<file path="src/hdl/cms_pkg.sv">
/*
  Constants for the chopper mode switch control block.
  Assumes a single 200 MHz driver clock domain.
*/
package cms_pkg;
  localparam int          THRS_W          = 20;
  localparam logic [19:0] THRS_RESET      = 20'h00000;
  localparam logic [19:0] THRS_MAX        = 20'hFFFFF;
  localparam int          AMP_W           = 8;
  localparam logic [7:0]  AMP_LIMIT       = 8'hFF;
  localparam logic [7:0]  AMP_RESET       = 8'h00;
  localparam int          STANDSTILL_PERIODS = 128;
  localparam logic [7:0]  STANDSTILL_CNT  = 8'h80;
  localparam int          OPEN_FULLSTEPS  = 4;
  localparam logic [2:0]  OPEN_CNT_MAX    = 3'h4;
  localparam logic [1:0]  OPT_NORMAL      = 2'h0;
  localparam logic [1:0]  OPT_STANDSTILL_OPTION   = 2'h1;
  localparam logic [1:0]  OPT_SHORT_LS    = 2'h2;
  localparam logic [1:0]  OPT_SHORT_HS    = 2'h3;
  typedef enum logic [1:0] {
    CMS_INIT, CMS_VOLTAGE, CMS_CURRENT
  } cms_state_e;
endpackage

</file>
<file path="src/hdl/cms_chopper_mode_switch.sv">
/*
  Chopper mode selection, regulation hold, open-load flags, amplitude
  readout and standstill options for a two-coil stepper driver.
  Assumes all inputs synchronous to clk_in; the regulator loop and the
  PWM stage live outside and exchange plain levels and strobes here.
*/
// How it works
// Voltage mode below the velocity threshold, current mode above it.
// Step interval below 20-bit threshold disables voltage mode.
// Threshold may load from one-time memory at startup.
// Threshold zero keeps voltage mode at every velocity.
// Host reads step interval at transition velocity, writes threshold.
// Regulation setting is held in current mode and resumed later.
// Host keeps threshold and supply steady during current mode.
// First voltage-mode enable needs 128 chopper periods at standstill.
// After unrecoverable state host clears flags, restarts from zero.
// Voltage-mode current flags may update later than current mode.
// Open-load flag set if target not reached in last fullsteps.
// Interrupted coil gives a steady, not flickering, open-load flag.
// Host does on-demand open-load test in current mode.
// Amplitude total shows voltage needed for target current.
// Amplitude total saturates at 255, meaning current not sustained.
// Standstill option applies after powerdown and hold ramp delays.
// Regulation state freezes while target current is zero.
// Option: 0 normal, 1 standstill_option, 2 low short, 3 high short.
// Chopper select is config disable bit XOR select pin.
// Voltage mode needs both select bit and threshold to allow it.
`timescale 1ns/100ps
`default_nettype none
module cms_chopper_mode_switch
  import cms_pkg::*;
#(
  parameter int OPEN_STEPS = OPEN_FULLSTEPS
) (
  // Clock and reset
  input  wire  logic              clk_in,
  input  wire  logic              reset_in,
  // Configuration
  input  wire  logic              otp_load_in,
  input  wire  logic [THRS_W-1:0] otp_threshold_in,
  input  wire  logic              threshold_write_in,
  input  wire  logic [THRS_W-1:0] threshold_data_in,
  input  wire  logic              voltage_mode_disable_in,
  input  wire  logic              chopper_select_pin_in,
  input  wire  logic              autoscale_in,
  input  wire  logic [4:0]        standstill_current_in,
  input  wire  logic [1:0]        standstill_option_in,
  // Motion and regulator status
  input  wire  logic [THRS_W-1:0] step_interval_measure_in,
  input  wire  logic              standstill_in,
  input  wire  logic              chopper_period_in,
  input  wire  logic              fullstep_in,
  input  wire  logic              powerdown_done_in,
  input  wire  logic              hold_ramp_done_in,
  input  wire  logic              target_zero_in,
  input  wire  logic              reg_update_in,
  input  wire  logic [AMP_W-1:0]  reg_value_in,
  input  wire  logic              coil_a_reached_in,
  input  wire  logic              coil_b_reached_in,
  input  wire  logic [AMP_W:0]    amp_demand_in,
  // Mode and status outputs
  output logic                    voltage_mode_out,
  output logic                    init_done_out,
  output logic [THRS_W-1:0]       velocity_mode_threshold_out,
  output logic [AMP_W-1:0]        reg_hold_out,
  output logic                    open_load_coil_a_out,
  output logic                    open_load_coil_b_out,
  output logic [AMP_W-1:0]        pwm_amplitude_total_out,
  output logic                    amp_saturated_out,
  // Bridge control
  output logic                    bridge_enable_out,
  output logic                    short_low_out,
  output logic                    short_high_out
);

  // ==========================================================
  // Mode decision
  // ==========================================================
  logic [THRS_W-1:0] threshold;
  logic [THRS_W-1:0] next_threshold;
  logic              sel_allows_voltage;
  logic              thr_forces_current;
  logic              want_voltage;

  // Config bit inverted by the pin; high means voltage mode disabled
  assign sel_allows_voltage =
      ~(voltage_mode_disable_in ^ chopper_select_pin_in);
  // Zero threshold never forces current mode
  assign thr_forces_current = (threshold != THRS_RESET) &&
      (step_interval_measure_in < threshold); // see
  assign want_voltage = sel_allows_voltage &
      ~thr_forces_current; // see

  always_comb begin
    next_threshold = threshold;
    if (threshold_write_in) begin
      next_threshold = threshold_data_in;
    end else if (otp_load_in) begin
      next_threshold = otp_threshold_in;
    end
  end

  always_ff @(posedge clk_in or posedge reset_in) begin
    if (reset_in) begin
      threshold <= THRS_RESET;
    end else begin
      threshold <= next_threshold;
    end
  end

  // ==========================================================
  // Mode state machine with standstill initialisation
  // ==========================================================
  cms_state_e state;
  cms_state_e next_state;
  logic [7:0] init_cnt;
  logic [7:0] next_init_cnt;
  logic       init_done;
  logic       next_init_done;

  always_comb begin
    next_state     = state;
    next_init_cnt  = init_cnt;
    next_init_done = init_done;
    case (state)
      CMS_INIT: begin
        if (!want_voltage) begin
          next_state    = CMS_CURRENT;
          next_init_cnt = 8'h00;
        end else if (!standstill_in) begin
          // Motion restarts the standstill wait
          next_init_cnt = 8'h00;
        end else if (chopper_period_in) begin
          if (init_cnt == STANDSTILL_CNT - 8'h01) begin
            next_state     = CMS_VOLTAGE;
            next_init_done = 1'b1;
          end else begin
            next_init_cnt = init_cnt + 8'h01;
          end
        end
      end
      CMS_VOLTAGE: begin
        if (!want_voltage) begin
          next_state = CMS_CURRENT;
        end
      end
      CMS_CURRENT: begin
        if (want_voltage) begin
          next_state = init_done ? CMS_VOLTAGE : CMS_INIT;
        end
      end
      default: begin
        next_state = CMS_INIT;
      end
    endcase
  end

  always_ff @(posedge clk_in or posedge reset_in) begin
    if (reset_in) begin
      state     <= CMS_INIT;
      init_cnt  <= 8'h00;
      init_done <= 1'b0;
    end else begin
      state     <= next_state;
      init_cnt  <= next_init_cnt;
      init_done <= next_init_done;
    end
  end

  logic in_voltage;
  assign in_voltage = (state == CMS_VOLTAGE);

  // ==========================================================
  // Held regulation setting
  // ==========================================================
  logic [AMP_W-1:0] reg_hold;
  logic [AMP_W-1:0] next_reg_hold;

  // Updates only in voltage mode with nonzero target current
  always_comb begin
    next_reg_hold = reg_hold;
    if (reg_update_in && in_voltage && !target_zero_in) begin
      next_reg_hold = reg_value_in; // see
    end
  end

  always_ff @(posedge clk_in or posedge reset_in) begin
    if (reset_in) begin
      reg_hold <= AMP_RESET;
    end else begin
      reg_hold <= next_reg_hold;
    end
  end

  // ==========================================================
  // Open-load flags per coil
  // ==========================================================
  logic [1:0] reached;
  logic [1:0] open_flag;
  logic [1:0] next_open_flag;
  logic [2:0] miss_cnt      [2];
  logic [2:0] next_miss_cnt [2];

  assign reached = {coil_b_reached_in, coil_a_reached_in};

  // Flags judge on fullstep boundaries, so they lag by design
  generate
    for (genvar c = 0; c < 2; c++) begin : g_coil
      always_comb begin
        next_miss_cnt[c]  = miss_cnt[c];
        next_open_flag[c] = open_flag[c];
        if (!in_voltage) begin
          next_miss_cnt[c]  = 3'h0;
          next_open_flag[c] = 1'b0;
        end else if (fullstep_in) begin
          if (reached[c]) begin
            next_miss_cnt[c]  = 3'h0;
            next_open_flag[c] = 1'b0;
          end else if (miss_cnt[c] >= 3'(OPEN_STEPS - 1)) begin
            // Saturating count keeps a dead coil's flag steady
            next_miss_cnt[c]  = 3'(OPEN_STEPS);
            next_open_flag[c] = 1'b1;
          end else begin
            next_miss_cnt[c] = miss_cnt[c] + 3'h1;
          end
        end
      end

      always_ff @(posedge clk_in or posedge reset_in) begin
        if (reset_in) begin
          miss_cnt[c]  <= 3'h0;
          open_flag[c] <= 1'b0;
        end else begin
          miss_cnt[c]  <= next_miss_cnt[c];
          open_flag[c] <= next_open_flag[c];
        end
      end
    end
  endgenerate

  // ==========================================================
  // Amplitude total readout
  // ==========================================================
  logic [AMP_W-1:0] amp_total;
  logic [AMP_W-1:0] next_amp_total;

  always_comb begin
    next_amp_total = amp_total;
    if (autoscale_in) begin
      if (amp_demand_in[AMP_W]) begin
        next_amp_total = AMP_LIMIT;
      end else begin
        next_amp_total = amp_demand_in[AMP_W-1:0];
      end
    end
  end

  always_ff @(posedge clk_in or posedge reset_in) begin
    if (reset_in) begin
      amp_total <= AMP_RESET;
    end else begin
      amp_total <= next_amp_total;
    end
  end

  // ==========================================================
  // Standstill options
  // ==========================================================
  logic [2:0] bridge;
  logic [2:0] next_bridge;
  logic       option_active;

  // Only meaningful in voltage mode; current mode keeps driving
  assign option_active = in_voltage &&
      (standstill_current_in == 5'h00) &&
      powerdown_done_in && hold_ramp_done_in;

  // Bits: enable, low short, high short
  always_comb begin
    next_bridge = 3'b100;
    if (option_active) begin
      case (standstill_option_in)
        OPT_NORMAL:    next_bridge = 3'b100;
        OPT_STANDSTILL_OPTION: next_bridge = 3'b000;
        OPT_SHORT_LS:  next_bridge = 3'b010;
        OPT_SHORT_HS:  next_bridge = 3'b001;
        default:       next_bridge = 3'b100;
      endcase
    end
  end

  always_ff @(posedge clk_in or posedge reset_in) begin
    if (reset_in) begin
      bridge <= 3'b000;
    end else begin
      bridge <= next_bridge;
    end
  end

  // ==========================================================
  // Outputs
  // ==========================================================
  assign voltage_mode_out            = in_voltage;
  assign init_done_out               = init_done;
  assign velocity_mode_threshold_out = threshold;
  assign reg_hold_out                = reg_hold;
  assign open_load_coil_a_out        = open_flag[0];
  assign open_load_coil_b_out        = open_flag[1];
  assign pwm_amplitude_total_out     = amp_total;
  assign amp_saturated_out           = (amp_total == AMP_LIMIT);
  assign bridge_enable_out           = bridge[2];
  assign short_low_out               = bridge[1];
  assign short_high_out              = bridge[0];

endmodule
`default_nettype wire

</file>
<file path="config.mk">
export PLATFORM = sky130hd
export DESIGN_NAME = cms_chopper_mode_switch
export DESIGN_NICKNAME = d
export VERILOG_FILES = /design/src/hdl/cms_pkg.sv /design/src/hdl/cms_chopper_mode_switch.sv
export SDC_FILE = /design/constraint.sdc
export NUM_CORES = 1
export LEC_CHECK = 0
export BUFFER_PORTS_ARGS = -buffer_cell sky130_fd_sc_hd__buf_2
export CORE_MARGIN = 2
export CORE_UTILIZATION = 45
export CTS_CLUSTER_DIAMETER = 100
export DETAILED_ROUTE_END_ITERATION = 6
export GPL_TIMING_DRIVEN = 0
export PLACE_DENSITY = 0.77
export SETUP_SLACK_MARGIN = 0.5
export SLEW_MARGIN = 40
export SYNTH_ARGS = -nofsm -noshare
export SYNTH_HDL_FRONTEND = slang
export SYNTH_SLANG_ARGS = --single-unit
</file>
<file path="constraint.sdc">
create_clock -name clk_in -period 2.1 [get_ports clk_in]
set_input_delay 0.315 -clock clk_in [delete_from_list [all_inputs] [get_ports clk_in]]
set_output_delay 0.315 -clock clk_in [all_outputs]
set_load 0.02 [all_outputs]
</file>
==> results.toml, run 1 <==
[timing]
max_freq_ghz = 0.5115
setup_viol = 0
min_period_ps = 1955
report.final.slew_viol_count = 0
rsz0062_at_grt = "true"
hold_violations = 0
fin_setup_tns_ps = 0
worstMarginPinSlew_ps = 725.2
post-route-period-util = 0.9309
fin_skew_ps = 6.099
relSlewSlack = 0.5165

[final_layout]
nFillCells = 582
final_cell_mix = "buf_2, dfrtp_1, nand2_1, o21ai_1, inv_1"
drive_above_1_share = 0.4535
syn2layout_area_growth_pct = 45.06
antenna_cells = 0
nets = 624
final_cell_area_sq_mm = 0.004761
layout_commonest_cell = "buf_2"
layout.cells.non_filler = 604

[synthesis]
synthCells = 329
yosysSeqAreaShare = 0.4422
synth_nets = 453
yosysTopAreaCellShare = 0.4422
ys_warn_count = 0
ys.flop_type = "dfrtp_1"
synthSimpleGateAreaFrac = 0.1460
synthDistinctLibCells = 51
synth_compound_area_frac = 0.1792
synth_seq_cells = 58
synth_top_area_cell = "dfrtp_1"
netlist_area_sq_mm = 0.003282
synth-async-reset-ratio = 1.000
synthAdderAreaFrac = 0.09150
synth_xor_area_frac = 0.002669
syn_avg_cell_area_sq_um = 9.975
synth_edf_count = 0
synthMuxAreaShare = 0.09150
synth_top_family_by_area = "compound AO/OA/AOI/OAI gates"
synthTopCellsByArea = "dfrtp_1, ha_1, mux2i_1, nand2_1, o21ai_1"

[setup_path]
cp_slowest_stage_delay_ps = 440
crit_chain = "inv_2, ha_4, a21oi_2, a21boi_1, a311o_2, a31oi_4, a21boi_4, buf_6, a22o_1"
start_kind = "flop"
critPathCaptureType = "flop"
worstPathArrival_ps = 2170
worstSetupPathType = "flop to flop"
cp_slowest_cell = "dfrtp_2"
critPathRequiredTime_ps = 2310
cp_max_fo = 6

[routing]
wire_per_inst_um = 14.71
via_count = 3157
drc_errors = 0
antenna_left = 0
first_pass_iters = 4
drtIter0Drc = 140
viasPerCell = 5.227
routed_wl_um = 8885

[die]
fp.dieH_um = 89.40
fp-row-count = 31
die_area_sq_mm = 0.007992
die-width_um = 89.40
ios = 144
initial_core_util = 0.4574
core-area_sq_mm = 0.007176

[clock_network]
clockBufferDepth = 2
clkTransAtPathRegs_ps = 70
tritoncts = "built"
clock_latency_ps = 330
cts-root-buf = "clkbuf_8"
cts_buffers = 9
clock-sinks = 58
ctsHtreeMaxLevel = 3

[power_and_ir_drop]
powerDensity_mw_per_mm2 = 647.8
ir_drop_uv = 443.1
power_leakage_uw = 0.002351

[global_routing]
grt.total_usage = 0.2159
grt_max_degree = 23
grt_pass1_wl_um = 13230
first_global_vias = 3053
antenna_found_initial = 0
grt.overflow.total = 0

[placed_design]
finalWeightedCongestion = 0.8810
dp_hpwl_um = 6677
placed_cells = 570
io_buffer_count = 140
placed_area_sq_mm = 0.004270

[run_status]
status = "finished clean"

[run]
max-cap-violations = 0

[worst_hold_path]
min-delay-path-class = "input port to flop"
power by group:
| group | switching [uW] | internal [uW] |
|---|---|---|
| combinational | 383 | 315 |
| clock | 446 | 697 |
| sequential | 60.4 | 1180 |
synth_stat cells, drive strengths merged, types with 2 or more instances:
cell	count
nand4	4
nor4b	3
a31oi	3
a21boi	2
nand2	35
o21ai	31
ha	24
nor3	5
mux2i	21
nand3	6
a31o	4
clkbuf	10
and3	6
o22a	8
a22o	2
and2	2
mux2	8
a2111oi	2
dfrtp	58
o22ai	2
nand2b	4
a21oi	17
nor2	14
inv	30
nor4	7
a211oi	5
flip-flops by register name, summed over array words and instances (netlist names):
register and flops:
init_cnt 8, state 2, reg_hold_out 8, init_done_out 1, miss_cnt 6, velocity_mode_threshold_out 20, open_load_coil_a_out 1, bridge 3
open_load_coil_b_out 1, pwm_amplitude_total_out 8
critical path, delay by kind of cell (launching register included):
kind / cells / cell delay, ps
AO/OA/AOI/OAI: 6 / 1000
adder cells (fa/ha/maj): 1 / 200
buffers and inverters: 2 / 210
flip-flops: 1 / 440
metal layers:
layer,share of wire,wire length [um],track usage,vias to the layer above
li1,-,-,-,1529
met1,0.40,3561,0.2484,1526
met2,0.53,4687,0.3751,90
met3,0.057,503,0.06464,12
met4,0.015,132,0.08684,0
met5,0,0,0,-
final cells by class:
type                            instances  area (sq um)  area share
Clock buffer                           11         141.4     0.02970
Sequential cell                        58          1466      0.3080
Timing Repair Buffer                  160         913.4      0.1919
Multi-Input combinational cell        230          1873      0.3934
Clock inverter                          5         77.57     0.01629
Inverter                               30         116.4     0.02444
Buffer                                 11         48.80     0.01025
Tap cell                               99         123.9     0.02602
through the flow:
stage               power [uW]  setup WS [ps]  hold WS (ps)  utilization
detailed placement        1887         -8.493         338.0       0.5951
CTS                       3053          117.0         144.2       0.6361
global route              3225          55.89         160.4       0.6635
finish                    3084          145.0         159.4       0.6635
global placement          1852          48.60         465.1       0.5874
floorplan                 1633          192.8         380.5            -
logic make-up (layout without fill, tap and decap cells):
kind of cell    Yosys count  count (layout)
xor+xnor                  1               1
mux                      29              29
fa+ha+maj                24              24
simple gates             92              92
compound gates           84              84
flops                    58              58
buf+inv                  41             217
path summary, 6_finish.rpt:
check / startpoint / endpoint / slack (ps) / depth (start not counted)
min: standstill_option_in[0] / bridge[1] / 160 / 2
min in group asynchronous: reset_in / open_load_coil_b_out / 540 / 3
max: velocity_mode_threshold_out[18] / init_cnt[5] / 150 / 9
max reg2reg: velocity_mode_threshold_out[18] / init_cnt[5] / 150 / 9
max in group asynchronous: reset_in / velocity_mode_threshold_out[12] / 930 / 5
min reg2reg: reg_hold_out[0] / reg_hold_out[0] / 490 / 1
repair_timing:
action | 4_1_cts | 5_1_grt
setup endpoints to repair | 24 | 24
hold buffers | 1 | 0
pin swaps | 8 | 14
gates resized for setup | 6 | 21
setup buffers | 4 | 13
endpoints found under the hold margin | 16 | 0
(Power assumes the default switching activity.)
==> inputs of run 2 (changes only) <==
--- a/config.mk
+++ b/config.mk
@@ -7,7 +7,7 @@
 export LEC_CHECK = 0
 export BUFFER_PORTS_ARGS = -buffer_cell sky130_fd_sc_hd__buf_2
 export CORE_MARGIN = 2
-export CORE_UTILIZATION = 45
+export CORE_UTILIZATION = 43
 export CTS_CLUSTER_DIAMETER = 100
 export DETAILED_ROUTE_END_ITERATION = 6
 export GPL_TIMING_DRIVEN = 0
==> constraint.sdc (replaced) <==
create_clock -name clk_in -period 1.6 [get_ports clk_in]
set_input_delay 0.24 -clock clk_in [delete_from_list [all_inputs] [get_ports clk_in]]
set_output_delay 0.24 -clock clk_in [all_outputs]
set_load 0.02 [all_outputs]
==> results.toml, run 2 (same netlist as run 1, synthesis figures left out) <==
[run_status]
status = "finished with violations"
violations = "negative hold slack, negative setup slack"

[timing]
post-route-period-util = 1.225
relSlewSlack = 0.5285
setup_ws_ps = -360.5
report.final.slew_viol_count = 0
rsz0062_at_grt = "true"
worstMarginPinSlew_ps = 707.3
fin_skew_ps = 14.21
max_freq_ghz = 0.5101
whs_ps = -47.66
hold_violations = 22
setup_viol = 11
min_period_ps = 1960

[placed_design]
finalWeightedCongestion = 0.8057
dp_hpwl_um = 6609
dpl_worst_slack_ps = -529.0
io_buffer_count = 140

[setup_path]
critPathCaptureType = "flop"
start_kind = "flop"
crit_chain = "inv_2, ha_4, and4_4, buf_4, a31oi_1, a21o_1, a21boi_4, nand2_4, o32ai_2"
critPathRequiredTime_ps = 1830
worstSetupPathType = "flop to flop"
worstPathArrival_ps = 2190
cp_slowest_stage_delay_ps = 390
cp_slowest_cell = "dfrtp_2"
cp_max_fo = 5

[power_and_ir_drop]
powerDensity_mw_per_mm2 = 782.1
power_leakage_uw = 0.002580
ir_drop_uv = 459.4

[worst_hold_path]
min-delay-path-class = "input port to asynchronous set/reset pin"

[die]
fp-row-count = 31
initial_core_util = 0.4477
fp.dieH_um = 91.37
core-area_sq_mm = 0.007331
die_area_sq_mm = 0.008348
ios = 144
die-width_um = 91.37

[routing]
drtIter0Drc = 58
first_pass_iters = 4
antenna_left = 0
via_count = 3331
drc_errors = 0
wire_per_inst_um = 15.59
routed_wl_um = 9745
viasPerCell = 5.330

[global_routing]
grt_max_degree = 24
grt.total_usage = 0.2209
first_global_vias = 3358
grt_pass1_wl_um = 14930
grt.overflow.total = 0
antenna_found_initial = 0

[final_layout]
syn2layout_area_growth_pct = 65.04
drive_above_1_share = 0.5342
final_cell_mix = "buf_2, buf_6, dfrtp_1, nand2_1, o21ai_1"
final_util = 0.7389
antenna_cells = 0
largest_register_ffs = 20
nFillCells = 471
nets = 645
layout_commonest_cell = "buf_2"

[clock_network]
clock_latency_ps = 330
clock-sinks = 58
cts-root-buf = "clkbuf_8"
clockBufferDepth = 2
tritoncts = "built"
ctsHtreeMaxLevel = 3
clkTransAtPathRegs_ps = 70
cts_buffers = 9

[run]
max-cap-violations = 0
[run 2: changes by cell type in the layout (fill, tap and decap cells not counted), moves of 4 or more]
cell,before,now
buf_6,3,59
buf_4,14,22
mux2_1,8,0
mux2_4,0,8
a21oi_2,1,5
clkbuf_8,10,14
a21oi_1,16,12
buf_2,140,96
[run 2: final timing paths]
check | depth (start not counted) | slack [ps] | end | from
setup / recovery | 9 | -360 | init_cnt[1] | velocity_mode_threshold_out[14]
min in group clk_in | 2 | 100 | bridge[1] | standstill_option_in[0]
hold reg to reg | 1 | 540 | reg_hold_out[3] | reg_hold_out[3]
max in group asynchronous | 4 | 1010 | velocity_mode_threshold_out[12] | reset_in
setup reg to reg | 9 | -360 | init_cnt[1] | velocity_mode_threshold_out[14]
hold / removal | 2 | -50 | bridge[2] | reset_in
[run 2: what timing repair did]
| item | CTS | global route |
|---|---|---|
| endpoints found under the hold margin | 22 | 22 |
| gates resized for setup | 73 | 72 |
| endpoints found under the setup margin | 68 | 74 |
| setup buffers | 27 | 12 |
| cloned | 0 | 0 |
| pin swaps | 15 | 19 |
[run 2: per-layer routing]
metal,track usage,wire length [um]
met4,0.08081,157
met1,0.2527,3865
met3,0.04398,578
met5,0,0
met2,0.4056,5143
[run 2: power breakdown]
part | switching [uW] | internal [uW]
Sequential | 86.9 | 1550
Combinational | 542 | 567
Clock | 553 | 934
[run 2: layout make-up]
| cell class | instances | area (sq um) | share of cell area |
|---|---|---|---|
| plain buffers | 11 | 63.81 | 0.01178 |
| repair buffers | 181 | 1400 | 0.2585 |
| clock buffers | 15 | 196.4 | 0.03627 |
| inverters | 30 | 128.9 | 0.02379 |
| clock inverters | 1 | 30.03 | 0.005544 |
| flip-flops and latches | 58 | 1470 | 0.2714 |
| multi-input cells | 230 | 2003 | 0.3698 |
| well taps | 99 | 123.9 | 0.02287 |
[run 2: critical path: cells and delay by family (launching register included)]
kind	cells	cell delay [ps]
AND/OR/NAND/NOR	2	320
buffers and inverters	2	170
adder cells (fa/ha/maj)	1	260
AO/OA/AOI/OAI	4	710
flip-flops	1	390
[run 2: stage by stage]
| step | instance area (sq um) | hold slack, ps | cells | setup TNS (ps) | total power (uW) |
|---|---|---|---|---|---|
| final | 5416 | -47.66 | 625 | -3203 | 4236 |
| after global routing | 5416 | -18.23 | 625 | -4214 | 4446 |
| after CTS | 5064 | -46.95 | 613 | -3271 | 4126 |
| after detailed placement | 4362 | 307.9 | 570 | -4853 | 2490 |
| after global placement | 4307 | 418.4 | 568 | -4269 | 2444 |
| after floorplan | 3482 | 305.5 | 329 | -2367 | 2155 |
==> inputs of run 3 (changes only) <==
--- a/config.mk
+++ b/config.mk
@@ -10,7 +10,6 @@
 export CORE_UTILIZATION = 43
 export CTS_CLUSTER_DIAMETER = 100
 export DETAILED_ROUTE_END_ITERATION = 6
-export GPL_TIMING_DRIVEN = 0
 export PLACE_DENSITY = 0.77
 export SETUP_SLACK_MARGIN = 0.5
 export SLEW_MARGIN = 40
==> results.toml, run 3 (same netlist as run 1, synthesis figures left out) <==
[routing]
antenna_left = 0
via_count = 3470
wire_per_inst_um = 16.45
viasPerCell = 5.242
first_pass_iters = 4
drc_errors = 0
drtIter0Drc = 88
routed_wl_um = 10890

[timing]
min_period_ps = 1980
hold_violations = 0
fin_skew_ps = 7.204
setup_ws_ps = -380.4
rsz0062_at_grt = "true"
post-route-period-util = 1.238
whs_ps = 102.7
report.final.slew_viol_count = 0
max_freq_ghz = 0.5050
setup_viol = 11
relSlewSlack = 0.5733
worstMarginPinSlew_ps = 640.1
fin_setup_tns_ps = -3436

[power_and_ir_drop]
ir_drop_uv = 486.0
powerDensity_mw_per_mm2 = 744.3
clkPwrFrac = 0.322
seqPwrFrac = 0.375
p_sw_frac = 0.2962
internal-power_uw = 3048
power_leakage_uw = 0.002786
power_uw = 4331
power_switching_uw = 1283
combPwrFrac = 0.303

[setup_path]
r2r_slack_ps = -380
critPathCaptureType = "flop"
worstPathArrival_ps = 2220
worstSetupPathType = "flop to flop"
r2r_cells = 8
cp_max_fo = 5
start_kind = "flop"
critPathRequiredTime_ps = 1840

[final_layout]
nets = 682
layout.cells.non_filler = 662
final_cell_mix = "buf_2, buf_6, buf_4, dfrtp_1, nand2_1"
syn2layout_area_growth_pct = 77.32
antenna_cells = 0
layout_commonest_cell = "buf_2"
largest_register_ffs = 20
drive_above_1_share = 0.5968
final_cell_area_sq_mm = 0.005819
nFillCells = 443

[die]
fp.dieH_um = 91.37
ios = 144
initial_core_util = 0.4477
die-width_um = 91.37
core-area_sq_mm = 0.007331
die_area_sq_mm = 0.008348
fp-row-count = 31

[clock_network]
clkTransAtPathRegs_ps = 70
clock-sinks = 58
cts-root-buf = "clkbuf_8"
ctsHtreeMaxLevel = 3
clockBufferDepth = 2
cts_buffers = 9
tritoncts = "built"
clock_latency_ps = 330

[worst_hold_path]
min-delay-path-class = "input port to flop"
hold_depth = 2

[run]
max-cap-violations = 0

[run_status]
violations = "negative setup slack"
status = "finished with violations"

[placed_design]
io_buffer_count = 143
placed_area_sq_mm = 0.004641
finalWeightedCongestion = 0.8225
placed_cells = 606
dp_hpwl_um = 6852

[global_routing]
grt.overflow.total = 0
first_global_vias = 3563
grt_pass1_wl_um = 16620
antenna_found_initial = 0
grt_max_degree = 59
grt.total_usage = 0.2494
-- run 3: worst paths after layout --
kind | startpoint | to
hold / removal | standstill_option_in[0] | bridge[1]
setup reg to reg | velocity_mode_threshold_out[18] | init_cnt[1]
min in group asynchronous | reset_in | velocity_mode_threshold_out[8]
max in group asynchronous | reset_in | velocity_mode_threshold_out[1]
setup / recovery | velocity_mode_threshold_out[18] | init_cnt[1]
hold reg to reg | init_cnt[2] | init_cnt[2]
-- run 3: layout make-up --
cell class,instances,area [sq um],area share
multi-input combinational,230,2108,0.3623
timing repair buffer,229,1793,0.3081
sequential,58,1465,0.2518
clock buffer,12,155.1,0.02666
inverter,30,123.9,0.02129
tap,99,123.9,0.02129
clock inverter,4,50.05,0.008600
-- run 3: power groups by stage --
| stage | logic, uW | clock network, uW | registers, uW |
|---|---|---|---|
| 2_1_floorplan | 420 | 0 | 1730 |
| 3_3_place_gp | 925 | 0 | 1640 |
| 3_5_place_dp | 952 | 0 | 1640 |
| 4_1_cts | 1180 | 1400 | 1620 |
| 5_1_grt | 1410 | 1490 | 1630 |
| 6_report | 1310 | 1390 | 1630 |
-- run 3: critical path, cell delays in order (launching register included) --
cell,delay (ps)
dfrtp_2,380
inv_2,50
ha_4,280
nand4_1,210
nor3_4,320
a31oi_4,130
a21boi_4,220
nand2_4,100
o32ai_2,200
-- run 3: metal layers --
layer | share of wire | vias up | global-route usage | routed length [um]
met5 | 0 | - | 0 | 0
met4 | 0.021 | 0 | 0.08838 | 231
met3 | 0.059 | 26 | 0.04979 | 648
met2 | 0.52 | 170 | 0.4463 | 5636
met1 | 0.40 | 1634 | 0.2960 | 4376
li1 | - | 1640 | - | -
-- run 3: repair_timing --
item	in CTS	in global routing
hold endpoints to repair	58	0
pin swaps	16	16
hold buffers	1	0
gates resized for setup	123	48
setup endpoints to repair	70	74
buffers inserted	26	13
-- run 3: per-stage QoR --
stage	worst slack (ps)	util
after detailed placement	-364.2	0.6330
after global placement	-330.0	0.6330
after global routing	-461.2	0.7938
after CTS	-336.8	0.7481
after floorplan	-307.2	-
final	-380.4	0.7938
